--- config.mk ---
export PLATFORM = sky130hd
export DESIGN_NAME = dai_top
export DESIGN_NICKNAME = d
export VERILOG_FILES = /design/src/dai_top.v
export VERILOG_INCLUDE_DIRS = /design/src /design/src/shared
export SDC_FILE = /design/constraint.sdc
export NUM_CORES = 1
export LEC_CHECK = 0
export BUFFER_PORTS_ARGS = -buffer_cell sky130_fd_sc_hd__buf_4
export CAP_MARGIN = 15
export CORE_AREA = 2 2 155 195
export DETAILED_ROUTE_END_ITERATION = 12
export DIE_AREA = 0 0 157 197
export GPL_TIMING_DRIVEN = 0
export PLACE_DENSITY = 0.6
export SYNTH_ARGS = -nofsm -noshare
export SYNTH_HDL_FRONTEND = slang
export SYNTH_SLANG_ARGS = --single-unit
--- constraint.sdc ---
create_clock -name aclk -period 2.28 [get_ports aclk]
set_input_delay 0.684 -clock aclk [delete_from_list [all_inputs] [get_ports aclk]]
set_output_delay 0.684 -clock aclk [all_outputs]
set_load 0.03 [all_outputs]
--- src/shared/dai_defs.vh ---
`ifndef DAI_DEFS_VH
`define DAI_DEFS_VH
// Register byte offsets
`define DAI_OFF_CTRL 8'h00
`define DAI_OFF_CFG0 8'h04
`define DAI_OFF_CFG1 8'h08
`define DAI_OFF_WRK0 8'h0C
`define DAI_OFF_WRK1 8'h10
`define DAI_OFF_STAT 8'h14
// Channel control field positions
`define DAI_BIT_EN 0
`define DAI_BIT_AUTO 8
`define DAI_BIT_REPEAT 9
`define DAI_BIT_PDONE 11
// Status field positions
`define DAI_BIT_ACTIVE 0
`define DAI_BIT_WAIT 1
// Reset values and AXI responses
`define DAI_CTRL_RST 16'h0000
`define DAI_CTX_RST 32'h0000_0000
`define DAI_RESP_OKAY 2'b00
`define DAI_RESP_SLVERR 2'b10
`endif

--- src/dai_top.v ---
// Functional notes
// Channel has configuration and working register sets
// Programming-done flag at control bit 11
// Config rewrites never disturb running working set
// Block end copies config into working set
// Hardware clears programming-done flag after copy
// Software finishes config writes before the copy
// Software polls flag for zero before reprogramming
// Software clears repeat, then sets flag
// Repeat bit 9 matters only with auto reload
// Repeat zero: copy waits for flag one
// Repeat one: copy immediately regardless of flag
// No auto reload: disable channel at block end
// Auto reload: recopy and re-enable each block
// Clearing auto stops after block; enable stops now
// Flag already set: copy with no wait
`timescale 1ns/10ps
`include "dai_defs.vh"
module dai_top
#(
   parameter CTX_W = 32
)
(
   aclk,
   aresetn,
   s_axi_awaddr, s_axi_awvalid, s_axi_awready,
   s_axi_wdata, s_axi_wstrb, s_axi_wvalid, s_axi_wready,
   s_axi_bresp, s_axi_bvalid, s_axi_bready,
   s_axi_araddr, s_axi_arvalid, s_axi_arready,
   s_axi_rdata, s_axi_rresp, s_axi_rvalid, s_axi_rready,
   block_done,
   chan_active,
   reload_pulse,
   work_ctx0,
   work_ctx1
);
input wire aclk;
input wire aresetn;
input wire [7:0] s_axi_awaddr;
input wire s_axi_awvalid;
output reg s_axi_awready;
input wire [31:0] s_axi_wdata;
input wire [3:0] s_axi_wstrb;
input wire s_axi_wvalid;
output reg s_axi_wready;
output reg [1:0] s_axi_bresp;
output reg s_axi_bvalid;
input wire s_axi_bready;
input wire [7:0] s_axi_araddr;
input wire s_axi_arvalid;
output reg s_axi_arready;
output reg [31:0] s_axi_rdata;
output reg [1:0] s_axi_rresp;
output reg s_axi_rvalid;
input wire s_axi_rready;
input wire block_done;
output reg chan_active;
output reg reload_pulse;
output reg [CTX_W-1:0] work_ctx0;
output reg [CTX_W-1:0] work_ctx1;

////////////////////////////////////////////////////////////////////////////////
// Write channel: address and data latched in either order
reg [7:0] awaddr_r;
reg aw_have_r;
reg [31:0] wdata_r;
reg [3:0] wstrb_r;
reg w_have_r;
reg [15:0] ctrl_r;
reg [CTX_W-1:0] cfg0_r;
reg [CTX_W-1:0] cfg1_r;
reg wait_r;
wire wr_fire;
wire ctrl_wr;
wire copy_now;
wire done_hit;
wire [15:0] ctrl_wval;

assign wr_fire = aw_have_r && w_have_r && !s_axi_bvalid;
assign ctrl_wr = wr_fire && (awaddr_r == `DAI_OFF_CTRL);
assign ctrl_wval = {wstrb_r[1] ? wdata_r[15:8] : ctrl_r[15:8],
                    wstrb_r[0] ? wdata_r[7:0] : ctrl_r[7:0]};
// Block end only counts while running
assign done_hit = block_done && chan_active;
// Flag seen in the same cycle as block end avoids an extra wait
assign copy_now = chan_active && ctrl_r[`DAI_BIT_EN] && ctrl_r[`DAI_BIT_AUTO] &&
                  (done_hit || wait_r) &&
                  (ctrl_r[`DAI_BIT_REPEAT] || ctrl_r[`DAI_BIT_PDONE]);

always @(posedge aclk)
begin
   if (!aresetn)
   begin
      aw_have_r <= 1'b0;
      w_have_r <= 1'b0;
      awaddr_r <= 8'h00;
      wdata_r <= 32'h0000_0000;
      wstrb_r <= 4'h0;
      s_axi_awready <= 1'b0;
      s_axi_wready <= 1'b0;
      s_axi_bvalid <= 1'b0;
      s_axi_bresp <= `DAI_RESP_OKAY;
   end
   else
   begin
      s_axi_awready <= !aw_have_r && !s_axi_awready;
      s_axi_wready <= !w_have_r && !s_axi_wready;
      if (s_axi_awvalid && s_axi_awready)
      begin
         aw_have_r <= 1'b1;
         awaddr_r <= s_axi_awaddr;
      end
      if (s_axi_wvalid && s_axi_wready)
      begin
         w_have_r <= 1'b1;
         wdata_r <= s_axi_wdata;
         wstrb_r <= s_axi_wstrb;
      end
      if (wr_fire)
      begin
         aw_have_r <= 1'b0;
         w_have_r <= 1'b0;
         s_axi_bvalid <= 1'b1;
         case (awaddr_r)
            `DAI_OFF_CTRL, `DAI_OFF_CFG0, `DAI_OFF_CFG1: s_axi_bresp <= `DAI_RESP_OKAY;
            default: s_axi_bresp <= `DAI_RESP_SLVERR;
         endcase
      end
      else if (s_axi_bvalid && s_axi_bready)
         s_axi_bvalid <= 1'b0;
   end
end

////////////////////////////////////////////////////////////////////////////////
// Control, configuration and working sets
always @(posedge aclk)
begin
   if (!aresetn)
   begin
      ctrl_r <= `DAI_CTRL_RST;
      cfg0_r <= {CTX_W{1'b0}};
      cfg1_r <= {CTX_W{1'b0}};
      work_ctx0 <= {CTX_W{1'b0}};
      work_ctx1 <= {CTX_W{1'b0}};
      chan_active <= 1'b0;
      reload_pulse <= 1'b0;
      wait_r <= 1'b0;
   end
   else
   begin
      reload_pulse <= 1'b0;
      // Working set untouched by config writes while running
      if (wr_fire && awaddr_r == `DAI_OFF_CFG0)
         cfg0_r <= wdata_r[CTX_W-1:0];
      if (wr_fire && awaddr_r == `DAI_OFF_CFG1)
         cfg1_r <= wdata_r[CTX_W-1:0];
      if (ctrl_wr)
         ctrl_r <= ctrl_wval;
      if (ctrl_wr && !ctrl_r[`DAI_BIT_EN] && ctrl_wval[`DAI_BIT_EN])
      begin
         // Enable edge loads the context and starts
         work_ctx0 <= cfg0_r;
         work_ctx1 <= cfg1_r;
         chan_active <= 1'b1;
         wait_r <= 1'b0;
      end
      else if (ctrl_wr && !ctrl_wval[`DAI_BIT_EN])
      begin
         chan_active <= 1'b0;
         wait_r <= 1'b0;
      end
      else if (copy_now)
      begin
         work_ctx0 <= cfg0_r;
         work_ctx1 <= cfg1_r;
         reload_pulse <= 1'b1;
         wait_r <= 1'b0;
         // Clear of flag beats a same-cycle software write, as the copy is the event
         ctrl_r[`DAI_BIT_PDONE] <= 1'b0;
      end
      else if (done_hit && ctrl_r[`DAI_BIT_AUTO])
         wait_r <= 1'b1;
      else if (done_hit || (wait_r && !ctrl_r[`DAI_BIT_AUTO]))
      begin
         // Auto cleared mid block or while waiting: stop
         chan_active <= 1'b0;
         ctrl_r[`DAI_BIT_EN] <= 1'b0;
         wait_r <= 1'b0;
      end
   end
end

////////////////////////////////////////////////////////////////////////////////
// Read channel
always @(posedge aclk)
begin
   if (!aresetn)
   begin
      s_axi_arready <= 1'b0;
      s_axi_rvalid <= 1'b0;
      s_axi_rdata <= 32'h0000_0000;
      s_axi_rresp <= `DAI_RESP_OKAY;
   end
   else
   begin
      s_axi_arready <= !s_axi_rvalid && !s_axi_arready;
      if (s_axi_arvalid && s_axi_arready)
      begin
         s_axi_rvalid <= 1'b1;
         s_axi_rresp <= `DAI_RESP_OKAY;
         case (s_axi_araddr)
            `DAI_OFF_CTRL: s_axi_rdata <= {16'h0000, ctrl_r};
            `DAI_OFF_CFG0: s_axi_rdata <= cfg0_r;
            `DAI_OFF_CFG1: s_axi_rdata <= cfg1_r;
            `DAI_OFF_WRK0: s_axi_rdata <= work_ctx0;
            `DAI_OFF_WRK1: s_axi_rdata <= work_ctx1;
            `DAI_OFF_STAT: s_axi_rdata <= {30'h0000_0000, wait_r, chan_active};
            default:
            begin
               s_axi_rdata <= 32'h0000_0000;
               s_axi_rresp <= `DAI_RESP_SLVERR;
            end
         endcase
      end
      else if (s_axi_rvalid && s_axi_rready)
         s_axi_rvalid <= 1'b0;
   end
end
endmodule
==> impl_metrics.tcl <==
set metrics [dict create \
    dp.final_hpwl_um 23780 \
    vias 8631 \
    r2r_slack_ns 0.16 \
    die_h_um 197 \
    final_cells 1690 \
    dp.cells 1648 \
    clk_path_buf_depth 3 \
    die_area_mm2 0.03093 \
    synth_area_per_cell_um2 8.722 \
    crit_buf_inv 2 \
    slowest_delay_ns 0.62 \
    cp_max_fo 10 \
    layout_commonest_cell "nand2_1" \
    syn_area_mm2 0.009524 \
    yosysSeqAreaShare_pct 48.34 \
    setup-violations-final 0 \
    ir_worst_vdd_mv 0.4099 \
    startpoint "s_axi_araddr[5]" \
    swShare_pct 23.31 \
    path_clk_slew_ns 0.06 \
    arrival_ns 2.66 \
    grt_pass1_vias 8352 \
    wirelength_um 32030 \
    synth-edff-count 0 \
    power.share.clock_pct 44.5 \
    cts_sinks 230 \
    p_sw_uw 1930 \
    cp_top_family "buffers and inverters" \
    r2r_cells 6 \
    grt_first_pass_wirelength_um 48260 \
    io_buffers 158 \
    drtIter0Drc 749 \
    die_w_um 157 \
    critPathRequiredTime_ns 2.75 \
    drive_gt1_share_pct 19.09 \
    path_class "input port to register" \
    ys_types 46 \
    leakagePower_uw 0.004845 \
    track_usage_pct 20.22 \
    synth_flop_cell "dfxtp_1" \
    hold_viol 0 \
    post-route-period-util_pct 96.10 \
    boundaryPins 167 \
    htreeDepth 1 \
    rows 70 \
    insertion_delay_ns 0.52 \
    critPathLaunchType "input port" \
    crit_cells 6 \
    cts_tree "built" \
    drtPass1Iterations 5 \
    ant_nets 0 \
    cp-end-kind "register" \
    synth_async_sr_flop_share_pct 0 \
    synthToLayoutAreaGrowth_pct 25.75 \
    core_region_area_mm2 0.02899 \
    final_cell_mix "338 x nand2_1, 230 x dfxtp_1, 164 x buf_4" \
    slew_viol_final 0 \
    fin_skew_ns 0.02402 \
    hold_class "input port to register" \
    cts_buffers 23 \
    timing.rr.start "awaddr_r[0]$_SDFFE_PN0P_" \
    antenna_found_initial 0 \
    cellPowerDensity_mw_per_mm2 691.4 \
    drc 0 \
    fmax_ghz 0.4564 \
    via_per_inst 5.107 \
    ys_ff_latch 230 \
    cp_slowest_cell "nor4_4" \
    root_buffer "clkbuf_16" \
    seq_power_share_pct 49.6 \
    setup.worst_path.end "s_axi_rdata[1]$_SDFFE_PN0P_" \
    fin_hold_ws_ns 0.4049 \
    path_cells "buf_4, nor4_4, clkbuf_1, a22oi_1, o22ai_1, a22o_1" \
    overflow 0 \
    gp_routability_congestion 0.8455 \
    hold_start "s_axi_arvalid" \
    pwr-share-comb_pct 5.9 \
    grt_max_degree 20 \
    status "finished clean" \
    yosys_warnings 0 \
    intPower_uw 6351 \
    min_period_ns 2.191 \
    start_util_pct 32.85 \
    wl_per_cell_um 18.95 \
    worst_pin_slew_ns 0.7633 \
    max_slew_margin_pct 49.11 \
    r2r-end "work_ctx1[27]$_SDFFE_PN0P_" \
    nNetsFinal 1339 \
    maxCapViolations 0 \
    diodes 0 \
    synthCells 1092 \
]
final cells by class:
class	count	area [um2]
Tap cell	396	495.5
Multi-Input combinational cell	771	4496
Sequential cell	230	4604
Inverter	1	3.754
Timing Repair Buffer	162	1214
Clock inverter	5	53.80
Buffer	90	439.2
Fill cell	2970	17010
Clock buffer	35	670.6
power groups by stage:
stage | sequential, uW | combinational, uW | clock, uW
after floorplan | 4200 | 234 | 0
after global placement | 4200 | 476 | 0
after detailed placement | 4200 | 480 | 0
after CTS | 4110 | 481 | 3740
after global routing | 4110 | 519 | 3900
final | 4110 | 485 | 3690
per-layer routing:
metal	up-vias	wire length (um)	track usage, %
met5	-	0	0
met4	0	929	6.626
met3	59	2219	3.254
met2	321	15500	34.96
met1	4097	13370	25.54
li1	4154	-	-
cell usage after synthesis, types with 14 or more instances:
library cell	count	area, um2
a22oi_1	30	225.2
nor2b_1	19	118.9
dfxtp_1	230	4604
nor2_1	20	75.07
buf_2	14	70.07
a32oi_1	16	140.1
a21boi_0	17	127.6
o22ai_1	32	200.2
mux2_2	18	202.7
a21oi_1	98	490.5
clkbuf_1	65	244.0
a22o_1	32	280.3
nand2_1	338	1269
mux2i_1	98	980.9
sequential cells by signal, summed over array words and instances, names as in the netlist, 2 cells and up:
register and cells:
work_ctx1 32, s_axi_rdata 32, wdata_r 32, cfg0_r 32
ctrl_r 16, awaddr_r 8, work_ctx0 32, cfg1_r 32
wstrb_r 2
worst min-delay path by stage:
| stage | end | slack [ns] | cells after the start |
|---|---|---|---|
| 2_1_floorplan | wstrb_r[1]$_SDFFE_PN0P_ | 0.43 | 2 |
| 3_3_place_gp | s_axi_arready$_SDFF_PN0_ | 0.44 | 1 |
| 3_5_place_dp | wstrb_r[1]$_SDFFE_PN0P_ | 0.45 | 2 |
| 4_1_cts | s_axi_rresp[1]$_SDFFE_PN0P_ | 0.39 | 2 |
| 5_1_grt | s_axi_rresp[1]$_SDFFE_PN0P_ | 0.40 | 2 |
| 6_report | s_axi_rresp[1]$_SDFFE_PN0P_ | 0.40 | 2 |
what timing repair did:
item	CTS	global route
endpoints found under the hold margin	0	0
hold buffers	0	0
setup buffers	0	3
gates resized for setup	2	7
endpoints found under the setup margin	17	15
pin swaps	0	1
stage by stage:
stage / total power (uW) / setup WS, ns / util (%) / TNS [ns] / cell area, um2
2_1_floorplan: 4435 / 0.1547 / - / 0 / 9528
3_3_place_gp: 4672 / -1.024 / 38.67 / -30.89 / 11210
3_5_place_dp: 4677 / -0.7974 / 38.68 / -29.26 / 11210
4_1_cts: 8333 / 0.02959 / 41.20 / 0 / 11950
5_1_grt: 8535 / -0.01599 / 41.31 / -0.01834 / 11980
6_report: 8281 / 0.08885 / 41.31 / 0 / 11980
worst reg2reg max path, stage by stage, from the launching register on:
cell and delay, ns:
dfxtp_1 0.33, nor4_4 0.52, nand4_2 0.28, a2bb2oi_1 0.20, buf_4 0.30, buf_8 0.21
mux2i_1 0.21
kinds of logic after synthesis:
logic type             after synthesis  share of synthesized area, %
AOI/OAI and AO/OA                  232                         15.92
and+or+nand+nor                    421                         18.63
other                                1                       0.03937
muxes                              116                         12.43
DFF                                230                         48.34
buffers and inverters               92                         4.637
(Power assumes the default switching activity.)
